$ cat src/pkg/aim_pkg.sv
// package: register map, field layout and timing constants of the monitor
package aim_pkg;
    localparam int NCH = 8;
    localparam int DW = 16;
    localparam int CW = 3;
    localparam int AW = 8;
    localparam int CLK_HZ = 100_000_000;
    localparam int LOCATE_SEC = 10;
    localparam int CAL_SEC = 20;
    localparam longint LOCATE_CYC_L = longint'(LOCATE_SEC) * CLK_HZ;
    localparam longint CAL_CYC_L = longint'(CAL_SEC) * CLK_HZ;
    localparam logic [31:0] LOCATE_CYC = LOCATE_CYC_L[31:0];
    localparam logic [31:0] CAL_CYC = CAL_CYC_L[31:0];
    localparam logic [15:0] VAL_ONES = 16'hFFFF;
    localparam logic [15:0] VAL_ZERO = 16'h0000;
    // global registers, then per-channel registers from A_RANGE selected by A_CHSEL
    localparam logic [AW-1:0] A_CTRL = 8'h00;
    localparam logic [AW-1:0] A_CMD = 8'h04;
    localparam logic [AW-1:0] A_STAT = 8'h08;
    localparam logic [AW-1:0] A_AVGSEL = 8'h0C;
    localparam logic [AW-1:0] A_AVG = 8'h10;
    localparam logic [AW-1:0] A_ALM = 8'h14;
    localparam logic [AW-1:0] A_CHSEL = 8'h18;
    localparam logic [AW-1:0] A_RANGE = 8'h1C;
    localparam logic [AW-1:0] A_HILIM = 8'h20;
    localparam logic [AW-1:0] A_LOLIM = 8'h24;
    localparam logic [AW-1:0] A_MODE = 8'h28;
    localparam logic [AW-1:0] A_VAL = 8'h2C;
    localparam logic [AW-1:0] A_MAX = 8'h30;
    localparam logic [AW-1:0] A_MIN = 8'h34;
    localparam logic [AW-1:0] A_CLR = 8'h38;
    // control bits
    localparam int CTRL_BURN_UP = 0;
    localparam int CTRL_INTEG = 1;
    localparam int CTRL_PERMIT = 2;
    // command bits (write one)
    localparam int CMD_LOCATE = 0;
    localparam int CMD_CAL = 1;
    localparam int CMD_APPLY_CAL = 2;
    localparam int CMD_APPLY_RNG = 3;
    // status bits
    localparam int ST_LOCATE = 0;
    localparam int ST_CAL_BUSY = 1;
    localparam int ST_CAL_DONE = 2;
    localparam int ST_CAL_OK = 3;
    localparam int ST_ANY_ALM = 4;
    // range codes: bit 2 marks a current range
    localparam logic [2:0] RNG_4_20MA = 3'h4;
    localparam logic [2:0] RNG_RESET = 3'h0;
    localparam logic [1:0] MODE_DIS = 2'h0;
    localparam logic [1:0] MODE_LATCH = 2'h1;
    localparam logic [1:0] MODE_MOM = 2'h2;
    localparam logic [1:0] RESP_OK = 2'h0;
    localparam logic [1:0] RESP_SLVERR = 2'h2;
    typedef enum logic [2:0] {
        CAL_IDLE = 3'b001,
        CAL_RUN = 3'b010,
        CAL_WAIT = 3'b100
    } aim_cal_t;
endpackage

$ cat src/pkg/aim_rec_if.sv
// interface: per-channel record read and write port between top and record memory
`timescale 1ns/1ps
interface aim_rec_if;
    logic we;
    logic [aim_pkg::CW-1:0] wch;
    logic [aim_pkg::DW-1:0] wmax;
    logic [aim_pkg::DW-1:0] wmin;
    logic [aim_pkg::CW-1:0] rch;
    logic [aim_pkg::DW-1:0] rmax;
    logic [aim_pkg::DW-1:0] rmin;
    modport user (output we, wch, wmax, wmin, rch, input rmax, rmin);
    modport mem (input we, wch, wmax, wmin, rch, output rmax, rmin);
endinterface

$ cat src/design/aim_rec_mem.sv
// record memory: per-channel maximum and minimum, registered read
`timescale 1ns/1ps
module aim_rec_mem (
    // clock and reset
    input wire logic aclk,
    input wire logic aresetn,
    // access
    aim_rec_if.mem rec
);
    import aim_pkg::*;
    logic [DW-1:0] max_q [NCH];
    logic [DW-1:0] min_q [NCH];
    logic [DW-1:0] rmax_q;
    logic [DW-1:0] rmin_q;

    always_ff @(posedge aclk) begin
        if (rec.we) begin
            max_q[rec.wch] <= rec.wmax;
            min_q[rec.wch] <= rec.wmin;
        end
    end

    always_ff @(posedge aclk) begin
        if (!aresetn) begin
            rmax_q <= VAL_ZERO;
            rmin_q <= VAL_ONES;
        end else begin
            rmax_q <= max_q[rec.rch];
            rmin_q <= min_q[rec.rch];
        end
    end

    assign rec.rmax = rmax_q;
    assign rec.rmin = rmin_q;
endmodule

$ cat src/design/aim_top.sv
// analog input monitor: alarms, records, averaging, calibration, locate
`timescale 1ns/1ps
module aim_top #(
    parameter logic [31:0] LOCATE_CYCLES = aim_pkg::LOCATE_CYC,
    parameter logic [31:0] CAL_CYCLES = aim_pkg::CAL_CYC
) (
    // clock and reset
    input wire logic aclk,
    input wire logic aresetn,
    // axi4-lite write address and data
    input wire logic [aim_pkg::AW-1:0] s_axi_awaddr,
    input wire logic s_axi_awvalid,
    output logic s_axi_awready,
    input wire logic [31:0] s_axi_wdata,
    input wire logic [3:0] s_axi_wstrb,
    input wire logic s_axi_wvalid,
    output logic s_axi_wready,
    // axi4-lite write response
    output logic [1:0] s_axi_bresp,
    output logic s_axi_bvalid,
    input wire logic s_axi_bready,
    // axi4-lite read
    input wire logic [aim_pkg::AW-1:0] s_axi_araddr,
    input wire logic s_axi_arvalid,
    output logic s_axi_arready,
    output logic [31:0] s_axi_rdata,
    output logic [1:0] s_axi_rresp,
    output logic s_axi_rvalid,
    input wire logic s_axi_rready,
    // converter results, same clock
    input wire logic smp_valid,
    input wire logic [aim_pkg::CW-1:0] smp_ch,
    input wire logic [aim_pkg::DW-1:0] smp_data,
    input wire logic smp_open,
    // converter control
    output logic [3*aim_pkg::NCH-1:0] adc_range,
    output logic adc_integ_sel,
    output logic adc_cal_run,
    output logic adc_cal_commit,
    // indicators
    output logic status_led,
    output logic alarm_led
);
    import aim_pkg::*;
    logic [2:0] ctrl_q;
    logic [NCH-1:0] avgsel_q;
    logic [CW-1:0] chsel_q;
    logic [2:0] rng_pend_q [NCH];
    logic [2:0] rng_q [NCH];
    logic [DW-1:0] hilim_q [NCH];
    logic [DW-1:0] lolim_q [NCH];
    logic [1:0] hmode_q [NCH];
    logic [1:0] lmode_q [NCH];
    logic [DW-1:0] val_q [NCH];
    logic [NCH-1:0] hst_q;
    logic [NCH-1:0] lst_q;
    logic [NCH-1:0] rec_init_q;
    logic [31:0] loc_cnt_q;
    logic [31:0] cal_cnt_q;
    aim_cal_t cal_q;
    logic cal_ok_q;
    logic commit_q;
    // bus slave state
    logic aw_hold_q;
    logic w_hold_q;
    logic [AW-1:0] awaddr_q;
    logic [31:0] wdata_q;
    logic [3:0] wstrb_q;
    logic bvalid_q;
    logic rvalid_q;
    logic rpend_q;
    logic [AW-1:0] araddr_q;
    logic [31:0] rdata_q;
    logic [1:0] rresp_q;
    aim_rec_if rec ();
    aim_rec_mem u_mem (
        .aclk(aclk),
        .aresetn(aresetn),
        .rec(rec)
    );
    // write channel handshake
    assign s_axi_awready = !aw_hold_q && !bvalid_q;
    assign s_axi_wready = !w_hold_q && !bvalid_q;
    wire aw_take = s_axi_awvalid && s_axi_awready;
    wire w_take = s_axi_wvalid && s_axi_wready;
    wire have_aw = aw_hold_q || aw_take;
    wire have_w = w_hold_q || w_take;
    wire do_wr = have_aw && have_w;
    wire [AW-1:0] wa = aw_hold_q ? awaddr_q : s_axi_awaddr;
    wire [31:0] wd = w_hold_q ? wdata_q : s_axi_wdata;
    wire [3:0] ws = w_hold_q ? wstrb_q : s_axi_wstrb;
    wire wlo = do_wr && ws[0];
    wire whi = do_wr && ws[1];
    wire wr_ctrl = wlo && wa == A_CTRL;
    wire wr_cmd = wlo && wa == A_CMD;
    wire wr_avg = wlo && wa == A_AVGSEL;
    wire wr_chsel = wlo && wa == A_CHSEL;
    wire wr_rng = wlo && wa == A_RANGE;
    wire wr_mode = wlo && wa == A_MODE;
    wire wr_clr = wlo && wa == A_CLR;
    wire [DW-1:0] wmask = {{8{whi}}, {8{wlo}}};
    wire wr_hil = do_wr && wa == A_HILIM;
    wire wr_lol = do_wr && wa == A_LOLIM;
    wire cmd_cal = wr_cmd && wd[CMD_CAL];
    wire cmd_apcal = wr_cmd && wd[CMD_APPLY_CAL];
    wire cmd_aprng = wr_cmd && wd[CMD_APPLY_RNG];
    wire cmd_loc = wr_cmd && wd[CMD_LOCATE];
    // sample path
    wire [2:0] srng = rng_q[smp_ch];
    wire burn = smp_open && srng == RNG_4_20MA;
    wire [DW-1:0] burn_val = ctrl_q[CTRL_BURN_UP] ? VAL_ONES
                                                  : VAL_ZERO;
    wire [DW-1:0] sval = burn ? burn_val : smp_data;
    wire s_hi = sval > hilim_q[smp_ch];
    wire s_lo = sval < lolim_q[smp_ch];
    // channel state, one generate copy per channel
    genvar g;
    generate
        for (g = 0; g < NCH; g++) begin : g_ch
            wire hit = smp_valid && smp_ch == CW'(g);
            wire sel = chsel_q == CW'(g);
            wire clr_h = wr_clr && sel && wd[0];
            wire clr_l = wr_clr && sel && wd[1];
            logic hst_d;
            logic lst_d;
            always_comb begin
                hst_d = hst_q[g];
                lst_d = lst_q[g];
                case (hmode_q[g])
                    MODE_LATCH: hst_d = (hit && s_hi) || (hst_q[g] && !clr_h);
                    MODE_MOM: hst_d = hit ? s_hi : hst_q[g];
                    default: hst_d = 1'b0;
                endcase
                case (lmode_q[g])
                    MODE_LATCH: lst_d = (hit && s_lo) || (lst_q[g] && !clr_l);
                    MODE_MOM: lst_d = hit ? s_lo : lst_q[g];
                    default: lst_d = 1'b0;
                endcase
            end
            always_ff @(posedge aclk) begin
                if (!aresetn) begin
                    hst_q[g] <= 1'b0;
                    lst_q[g] <= 1'b0;
                    rng_pend_q[g] <= RNG_RESET;
                    rng_q[g] <= RNG_RESET;
                    hilim_q[g] <= VAL_ONES;
                    lolim_q[g] <= VAL_ZERO;
                    hmode_q[g] <= MODE_DIS;
                    lmode_q[g] <= MODE_DIS;
                    val_q[g] <= VAL_ZERO;
                end else begin
                    hst_q[g] <= hst_d;
                    lst_q[g] <= lst_d;
                    if (wr_rng && sel)
                        rng_pend_q[g] <= wd[2:0];
                    if (cmd_aprng)
                        rng_q[g] <= rng_pend_q[g];
                    if (wr_hil && sel)
                        hilim_q[g] <= (wd[DW-1:0] & wmask) | (hilim_q[g] & ~wmask);
                    if (wr_lol && sel)
                        lolim_q[g] <= (wd[DW-1:0] & wmask) | (lolim_q[g] & ~wmask);
                    if (wr_mode && sel) begin
                        hmode_q[g] <= wd[1:0];
                        lmode_q[g] <= wd[3:2];
                    end
                    if (hit)
                        val_q[g] <= sval;
                end
            end
            assign adc_range[3*g +: 3] = rng_q[g];
        end
    endgenerate
    // max/min record update: read-modify-write through registered memory
    logic s1_v_q;
    logic [CW-1:0] s1_ch_q;
    logic [DW-1:0] s1_val_q;
    wire [NCH-1:0] rec_clr = (wr_clr && wd[2]) ? (NCH'(1) << chsel_q) : '0;
    wire s1_init = rec_init_q[s1_ch_q];
    wire [DW-1:0] nmax = (s1_init || s1_val_q > rec.rmax) ? s1_val_q
                                                          : rec.rmax;
    wire [DW-1:0] nmin = (s1_init || s1_val_q < rec.rmin) ? s1_val_q
                                                          : rec.rmin;
    assign rec.rch = smp_valid ? smp_ch : chsel_q;
    assign rec.we = s1_v_q;
    assign rec.wch = s1_ch_q;
    assign rec.wmax = nmax;
    assign rec.wmin = nmin;
    logic rd_mm_q;
    always_ff @(posedge aclk) begin
        if (!aresetn) begin
            s1_v_q <= 1'b0;
            s1_ch_q <= '0;
            s1_val_q <= VAL_ZERO;
            rec_init_q <= '1;
        end else begin
            s1_v_q <= smp_valid && !(s1_v_q && s1_ch_q == smp_ch);
            s1_ch_q <= smp_ch;
            s1_val_q <= sval;
            rec_init_q <= (rec_init_q & ~((s1_v_q ? NCH'(1) << s1_ch_q
                          : '0))) | rec_clr;
        end
    end
    // average of selected channels
    logic [DW+CW-1:0] sum;
    logic [CW:0] cnt;
    always_comb begin
        sum = '0;
        cnt = '0;
        for (int i = 0; i < NCH; i++)
            if (avgsel_q[i]) begin
                sum = sum + (DW+CW)'(val_q[i]);
                cnt = cnt + 1'b1;
            end
    end
    logic [DW-1:0] avg_q;
    // locate timer and calibration sequencer
    wire alm_any = |{hst_q, lst_q};
    always_ff @(posedge aclk) begin
        if (!aresetn) begin
            ctrl_q <= '0;
            avgsel_q <= '0;
            chsel_q <= '0;
            loc_cnt_q <= '0;
            cal_cnt_q <= '0;
            cal_q <= CAL_IDLE;
            cal_ok_q <= 1'b0;
            commit_q <= 1'b0;
            avg_q <= VAL_ZERO;
        end else begin
            avg_q <= (cnt == '0) ? VAL_ZERO : DW'(sum / (DW+CW)'(cnt));
            commit_q <= 1'b0;
            if (wr_ctrl)
                ctrl_q <= wd[2:0];
            if (wr_avg)
                avgsel_q <= wd[NCH-1:0];
            if (wr_chsel)
                chsel_q <= wd[CW-1:0];
            if (cmd_loc)
                loc_cnt_q <= LOCATE_CYCLES;
            else if (loc_cnt_q != '0)
                loc_cnt_q <= loc_cnt_q - 1'b1;
            case (cal_q)
                CAL_IDLE: begin
                    if (cmd_cal && ctrl_q[CTRL_PERMIT]) begin
                        cal_q <= CAL_RUN;
                        cal_cnt_q <= CAL_CYCLES;
                        cal_ok_q <= 1'b0;
                    end
                end
                CAL_RUN: begin
                    if (cal_cnt_q <= 32'h1)
                        cal_q <= CAL_WAIT;
                    cal_cnt_q <= cal_cnt_q - 1'b1;
                end
                CAL_WAIT: begin
                    if (cmd_apcal) begin
                        cal_q <= CAL_IDLE;
                        cal_ok_q <= 1'b1;
                        commit_q <= 1'b1;
                    end
                end
                default: cal_q <= CAL_IDLE;
            endcase
        end
    end
    assign adc_integ_sel = ctrl_q[CTRL_INTEG];
    assign adc_cal_run = cal_q == CAL_RUN;
    assign adc_cal_commit = commit_q;
    assign status_led = loc_cnt_q != '0;
    assign alarm_led = alm_any;
    // read mux
    wire [31:0] stat = {27'h0, alm_any, cal_ok_q, cal_q == CAL_WAIT,
                        cal_q == CAL_RUN, loc_cnt_q != '0};
    logic [31:0] rmux;
    logic rhit;
    always_comb begin
        rhit = 1'b1;
        case (araddr_q)
            A_CTRL: rmux = {29'h0, ctrl_q};
            A_CMD: rmux = 32'h0;
            A_STAT: rmux = stat;
            A_AVGSEL: rmux = {24'h0, avgsel_q};
            A_AVG: rmux = {16'h0, avg_q};
            A_ALM: rmux = {16'h0, lst_q, hst_q};
            A_CHSEL: rmux = {29'h0, chsel_q};
            A_RANGE: rmux = {25'h0, rng_q[chsel_q], 1'b0, rng_pend_q[chsel_q]};
            A_HILIM: rmux = {16'h0, hilim_q[chsel_q]};
            A_LOLIM: rmux = {16'h0, lolim_q[chsel_q]};
            A_MODE: rmux = {28'h0, lmode_q[chsel_q], hmode_q[chsel_q]};
            A_VAL: rmux = {16'h0, val_q[chsel_q]};
            A_MAX: rmux = {16'h0, rec.rmax};
            A_MIN: rmux = {16'h0, rec.rmin};
            A_CLR: rmux = 32'h0;
            default: begin
                rmux = 32'h0;
                rhit = 1'b0;
            end
        endcase
    end
    assign s_axi_arready = !rpend_q && !rvalid_q;
    assign s_axi_bvalid = bvalid_q;
    assign s_axi_bresp = RESP_OK;
    assign s_axi_rvalid = rvalid_q;
    assign s_axi_rdata = rdata_q;
    assign s_axi_rresp = rresp_q;
    wire rec_idle = !s1_v_q && !smp_valid;
    always_ff @(posedge aclk) begin
        if (!aresetn) begin
            aw_hold_q <= 1'b0;
            w_hold_q <= 1'b0;
            awaddr_q <= '0;
            wdata_q <= '0;
            wstrb_q <= '0;
            bvalid_q <= 1'b0;
            rpend_q <= 1'b0;
            rvalid_q <= 1'b0;
            araddr_q <= '0;
            rdata_q <= '0;
            rresp_q <= RESP_OK;
            rd_mm_q <= 1'b0;
        end else begin
            if (aw_take)
                awaddr_q <= s_axi_awaddr;
            if (w_take) begin
                wdata_q <= s_axi_wdata;
                wstrb_q <= s_axi_wstrb;
            end
            aw_hold_q <= have_aw && !do_wr;
            w_hold_q <= have_w && !do_wr;
            if (do_wr)
                bvalid_q <= 1'b1;
            else if (s_axi_bready)
                bvalid_q <= 1'b0;
            if (s_axi_arvalid && s_axi_arready) begin
                araddr_q <= s_axi_araddr;
                rpend_q <= 1'b1;
                rd_mm_q <= 1'b0;
            end else if (rpend_q) begin
                // two idle record-port cycles give registered max/min data
                rd_mm_q <= rec_idle;
                if (rd_mm_q && rec_idle) begin
                    rpend_q <= 1'b0;
                    rvalid_q <= 1'b1;
                    rdata_q <= rmux;
                    rresp_q <= rhit ? RESP_OK : RESP_SLVERR;
                end
            end
            if (rvalid_q && s_axi_rready)
                rvalid_q <= 1'b0;
        end
    end
endmodule

$ cat config.mk
export PLATFORM = sky130hd
export DESIGN_NAME = aim_top
export DESIGN_NICKNAME = d
export VERILOG_FILES = /design/src/pkg/aim_pkg.sv /design/src/pkg/aim_rec_if.sv /design/src/design/aim_rec_mem.sv /design/src/design/aim_top.sv
export SDC_FILE = /design/constraint.sdc
export NUM_CORES = 2
export LEC_CHECK = 0
export BUFFER_PORTS_ARGS = -buffer_cell sky130_fd_sc_hd__clkbuf_2
export CAP_MARGIN = 20
export CORE_MARGIN = 4
export CORE_UTILIZATION = 60
export CTS_CLUSTER_DIAMETER = 100
export DETAILED_ROUTE_END_ITERATION = 6
export GPL_TIMING_DRIVEN = 0
export PLACE_DENSITY = 0.77
export SLEW_MARGIN = 40
export SYNTH_ARGS = -nofsm -noshare
export SYNTH_HDL_FRONTEND = slang
export SYNTH_SLANG_ARGS = --single-unit
$ cat constraint.sdc
create_clock -name aclk -period 72.8 [get_ports aclk]
set_input_delay 7.28 -clock aclk [delete_from_list [all_inputs] [get_ports aclk]]
set_output_delay 7.28 -clock aclk [all_outputs]
set_load 0.05 [all_outputs]
== Word-level counts from Yosys, hierarchy flattened ==
Memories as Yosys holds them, arrays and structs flattened. A register that Yosys moved wholly into a read port is not among the register bits.
Index checks and enable logic that the tools add are counted.
Operators by class
  divide/modulo/power cells: 1
  multiplexer cells: 276
  order comparisons: 6
  bitwise operators: 95
  shift-type cells: 2
  reductions and logical operators: 196
  equality and inequality tests: 92
  $add $sub $neg: 16
Operators with widths (count)
  $mux W16: 30
  $and A16 B16 Y16: 17
  $or A16 B16 Y16: 16
  $pmux W16 S13: 1
  $mux W1: 153
  $add A19 B16 Y19: 7
  $mux W19: 7
  $logic_and A1 B1 Y1: 128
  $mux W3: 34
  $eq A8 B6 Y1 const B: 11
  $pmux W32 S2: 1
  $sub A32 B1 Y32 const B: 2
  $mux W30: 2
  $or A1 B1 Y1: 56
  $eq A8 B5 Y1 const B: 6
  $mux W2: 18
  $ne A2 B2 Y1 const B: 18
  $pmux W1 S2: 17
  $eq A2 B1 Y1 const B: 16
  $eq A2 B2 Y1 const B: 16
  $gt A16 B16 Y1: 2
  $le A32 B1 Y1 const B: 1
  $lt A16 B16 Y1: 2
  $mux W32: 1
  other kinds (32): 122
Word-level totals
  memories: 9
  output and inout port bits: 70
  logic and storage cells: 735
  input bits: 80
  flip-flop bits (word level): 217
  RAM bits: 720
Memory list
  hilim_q: words 8, bits a word 16, rd ports 10, clocked after memory_dff 1, wr ports 8, RTL line aim_top.sv:50  | logic [DW-1:0] hilim_q [NCH];
  lolim_q: words 8, bits a word 16, rd ports 10, clocked after memory_dff 1, wr ports 8, RTL line aim_top.sv:51  | logic [DW-1:0] lolim_q [NCH];
  u_mem.max_q: words 8, bits a word 16, rd ports 1, clocked after memory_dff 1, wr ports 1, RTL line aim_rec_mem.sv:11  | logic [DW-1:0] max_q [NCH];
  u_mem.min_q: words 8, bits a word 16, rd ports 1, clocked after memory_dff 1, wr ports 1, RTL line aim_rec_mem.sv:12  | logic [DW-1:0] min_q [NCH];
  val_q: words 8, bits a word 16, rd ports 9, clocked after memory_dff 1, wr ports 8, RTL line aim_top.sv:54  | logic [DW-1:0] val_q [NCH];
  rng_pend_q: words 8, bits a word 3, rd ports 9, clocked after memory_dff 1, wr ports 8, RTL line aim_top.sv:48  | logic [2:0] rng_pend_q [NCH];
  +3 memories

== Logic depth before layout (Yosys ltp) ==
  depth in word-level cells: 17
  depth in mapped cells: 265
  gate-level depth less buffers: 252

== By module ==
From an unflattened synthesis, not the netlist that was laid out.
Unflattened totals
  cell total of the unflattened synthesis: 6097
  area, all modules: 61566.5 µm²
By module, submodules not included
  aim_top: area an instance 50922.6 µm², sequential area each 17997.3 µm², instances 1, cells each 5554
  aim_rec_mem: area an instance 10644.0 µm², sequential area each 8328.0 µm², instances 1, cells each 543

== Least setup slack after synthesis ==
Ideal clock, no wire load.
  path type: register -> register
  start point: register avgsel_q[0]
  end point: register avg_q[0]
  clock period less this slack: 47.518 ns
  buffers on the path: 14
  setup time: 0.151 ns
  required time: 72.649 ns
  data arrival time: 47.367 ns
  path slack: 25.282 ns
  stages on the path, launching flop included: 252
  path through: dfxtp_1 -> buf_4 -> buf_6 -> clkbuf_1 -> clkbuf_1 -> and2_1 -> ha_1 -> fa_1 -> xor2_1 -> and3_1 -> or2_2 -> ha_1 -> o21ai_0 -> or2_2 -> a32o_1 -> nor3_2 -> inv_1 -> ha_1 -> (+216 left out) -> a21oi_1 -> o211ai_1 -> nor4_2 -> nor2_1 -> nor4b_2 -> and2_1 -> buf_2 -> nand2_1 -> o21ai_1 -> ha_1 -> nor2b_1 -> o21a_1 -> o21ai_0 -> a221oi_1 -> nor4_1 -> o2111ai_1 -> nor4_1 -> a31oi_1
On the way
  cells in the longest elaborated chain, start to end: 17
  elaborated cells on any way between the ends: 33
  those cells by class: add/sub: 14; div: 1; mux: 16; reduce/logical: 2
Ends and longest elaborated chain
  from (decl): RTL line aim_top.sv:46  | logic [NCH-1:0] avgsel_q;
  from (signal assigned): RTL line aim_top.sv:235  | avgsel_q <= wd[NCH-1:0];
  parallel branches: the longest is 17 deep, another holds $add A19 B16 Y19
  to (signal assigned): RTL line aim_top.sv:230  | avg_q <= (cnt == '0) ? VAL_ZERO : DW'(sum / (DW+CW)'(cnt));
  to (decl): RTL line aim_top.sv:215  | logic [DW-1:0] avg_q;
Parallel ways; which one is timed is not known.
A chain may end at the register's enable or synchronous reset.

== Worst setup path after layout ==
Ends and elaborated chain as after synthesis.

==> flow_summary.toml <==
[die]
floorplan.initialDensity = 0.606
die_h_um = 329
rows = 117
pin_count = 150
die_width_um = 329
core_region_area_sq_um = 102000
dieArea_sq_um = 108000

[sta]
timing.fmax_mhz = 17.1
timing.setup.tns_ps = 0
timing_max_transition_violations_final = 0
fin_crit_sh = 0.804
clock_skew_ps = 44.7
setup_ws_ps = 14270
timing_hold_violations_final = 0
rsz0062_at_grt = "false"
timing.final.crit_period_ps = 58540
finalSetupViolations = 0
worst_slew_margin_rel = 0.349
max_slew.worst_pin.slew_ps = 957

[finish]
final_common_cell = "nor2_1"
stdcell_count = 7771
num-fill-cells = 7806
area_growth_syn_to_layout_pct = 10.6
drive_gt1_frac = 0.137
utilization = 0.670
num-nets-final = 6693
most-common-layout-cells = "nor2_1 (734), edfxtp_1 (720), nand2_1 (563)"

[synth]
async_flop_share = 0
synth-edff-count = 720
dominant_combinational_cell_family_by_area_after_synthesis = "simple AND/OR/NAND/NOR gates"
synth_compound_gate_area_share = 0.152
synthesis.instances = 6066
synth.yosys.seq_area_share = 0.426
ys_types = 133
post_synth_instance_area_sq_um = 61800
synth.largest_area_cell = "edfxtp_1"
yosys_register_bits = 955
post_synth_fa_ha_maj_area_fraction = 0.0599
synth.mux.area_fraction = 0.132
synth-simple-area-share = 0.167
synthXorXnorAreaFrac = 0.0279
yosysWarningCount = 0
synth_area_leaders = "edfxtp_1 (35%), mux4_2 (9.0%), dfxtp_1 (7.6%)"
synth_ff_type = "edfxtp_1"
yosys.area.top_type_share = 0.350
synth.avg_cell_area_sq_um = 10.2

[setup_path]
crit_type = "register to register"
worst_path_largest_cell_delay_ps = 640
crit_path_start_kind = "register"
crit_path_frequent_cell = "ha_1"
critical_path_arrival_ps = 59040
worstPathRequired_ps = 73300
cpMaxStageDelayCell = "mux2i_1"
path_max_fanout = 10
worstSetupEndpointType = "register"

[status]
failed_checks = "DRC"
status = "finished with violations"

[clock_tree]
clk_latency_ps = 700
maximum_buffer_depth_of_the_clock_tree = 3
num_cts_buffers = 92
clk_pin_slew_ps = 70
tritoncts_num_sinks = 955
htree_levels = 3
cts_tree = "built"
cell_at_the_root_of_the_clock_tree = "clkbuf_16"
postCtsResizedCells = 0
number_of_buffers_inserted_by_post_cts_setup_repair = 0
postCtsHoldBufs = 0

[place]
post-dp-hpwl_um = 164000
gp_congestion = 1.02
io_buffer_count = 111
placed_cells = 7596
detailedPlace.worstSlack_ps = 15370

[route]
drtPass1Iterations = 7
drcViolationCount = 10
drt-initial-drc-count = 7179
ant_nets = 0
route.detailed.wl_per_inst_um = 27.7
total_via_count_in_the_routed_design = 53700
route.final.wire_length_um = 215000
viasPerCell = 6.91

[flow_run]
cap_violations = 0

[hold_path]
hp-class = "register to register"

[grt]
grt_max_degree = 25
antenna_found_initial = 11
grt_pass1_wl_um = 317000
globalRouteOverflowTotal = 0
first_global_vias = 51300
grt.total_usage = 0.389
==> cell type report <==
class,count,area [sq um],share of cell area
Buffer,340,1480,0.0217
Timing Repair Buffer,144,1040,0.0152
Clock buffer,122,2560,0.0374
Multi-Input combinational cell,4584,33800,0.494
Inverter,205,769,0.0113
Antenna cell,2,5.00,0.0000732
Clock inverter,51,677,0.00990
Sequential cell,955,26300,0.385
Tap cell,1368,1710,0.0250
==> per-layer routing <==
metal  GRT usage  vias to the layer above  part of all wire  routed length, um
li1            -                    23300                 -                  -
met4       0.212                        4             0.067              14400
met3       0.114                      795              0.13              28000
met1       0.493                    25900              0.36              77400
met2       0.603                     3676              0.44              95200
met5           0                        -           0.00013                 29
==> final timing paths <==
check,startpoint,end,slack (ps),depth (start not counted)
worst max-delay path,avgsel_q[0]$_SDFFE_PN0P_,avg_q[0]$_SDFF_PP0_,14270,252
worst min-delay path,wdata_q[11]$_SDFFE_PN0P_,wdata_q[11]$_SDFFE_PN0P_,460,2
worst max register to register,avgsel_q[0]$_SDFFE_PN0P_,avg_q[0]$_SDFF_PP0_,14270,252
worst min register to register,wdata_q[11]$_SDFFE_PN0P_,wdata_q[11]$_SDFFE_PN0P_,460,2
==> cell usage after synthesis (all sizes together), types with 60 or more instances <==
master / count
dfxtp: 235
o21a: 60
edfxtp: 720
ha: 284
mux4: 246
mux2i: 167
inv: 202
nor2: 744
and2: 84
a21boi: 105
mux2: 80
nand2: 566
nor3: 180
nand3: 140
o21ai: 339
xnor2: 126
a21oi: 355
nand2b: 80
buf: 96
nor2b: 70
clkbuf: 244
==> state kept, by name, indices dropped and copies added (netlist names), 24 cells and up, named ones only <==
signal and count:
cal_cnt_q 32, hilim_q 128, loc_cnt_q 32, lolim_q 128
rng_pend_q 24, rng_q 24, u_mem.max_q 128, u_mem.min_q 128
val_q 128
==> worst max-delay path: cells and delay by family, from the launching register on <==
family | cells | cell delay [ps]
compound gates | 101 | 22370
fa+ha+maj | 27 | 7800
simple gates | 81 | 18190
mux | 10 | 3530
flops | 1 | 360
buf+inv | 27 | 5030
xor+xnor | 6 | 1010
==> kinds of logic after synthesis <==
kind of cell / after synthesis
other: 1
adders and majority gates: 292
AOI/OAI and AO/OA: 1414
xor gates and xnor gates: 188
DFF: 955
and+or+nand+nor: 2178
muxes: 493
buffers and inverters: 545
==> through the flow <==
step                cell area, sq um  hold WS [ps]
global placement               64100           445
finish                         68300           462
global route                   68300           491
detailed placement             65000           457
floorplan                      61900           436
CTS                            68300           468
Power is not shown: default switching activity piles up to over one toggle a cycle in this logic, so the estimate is an artifact.
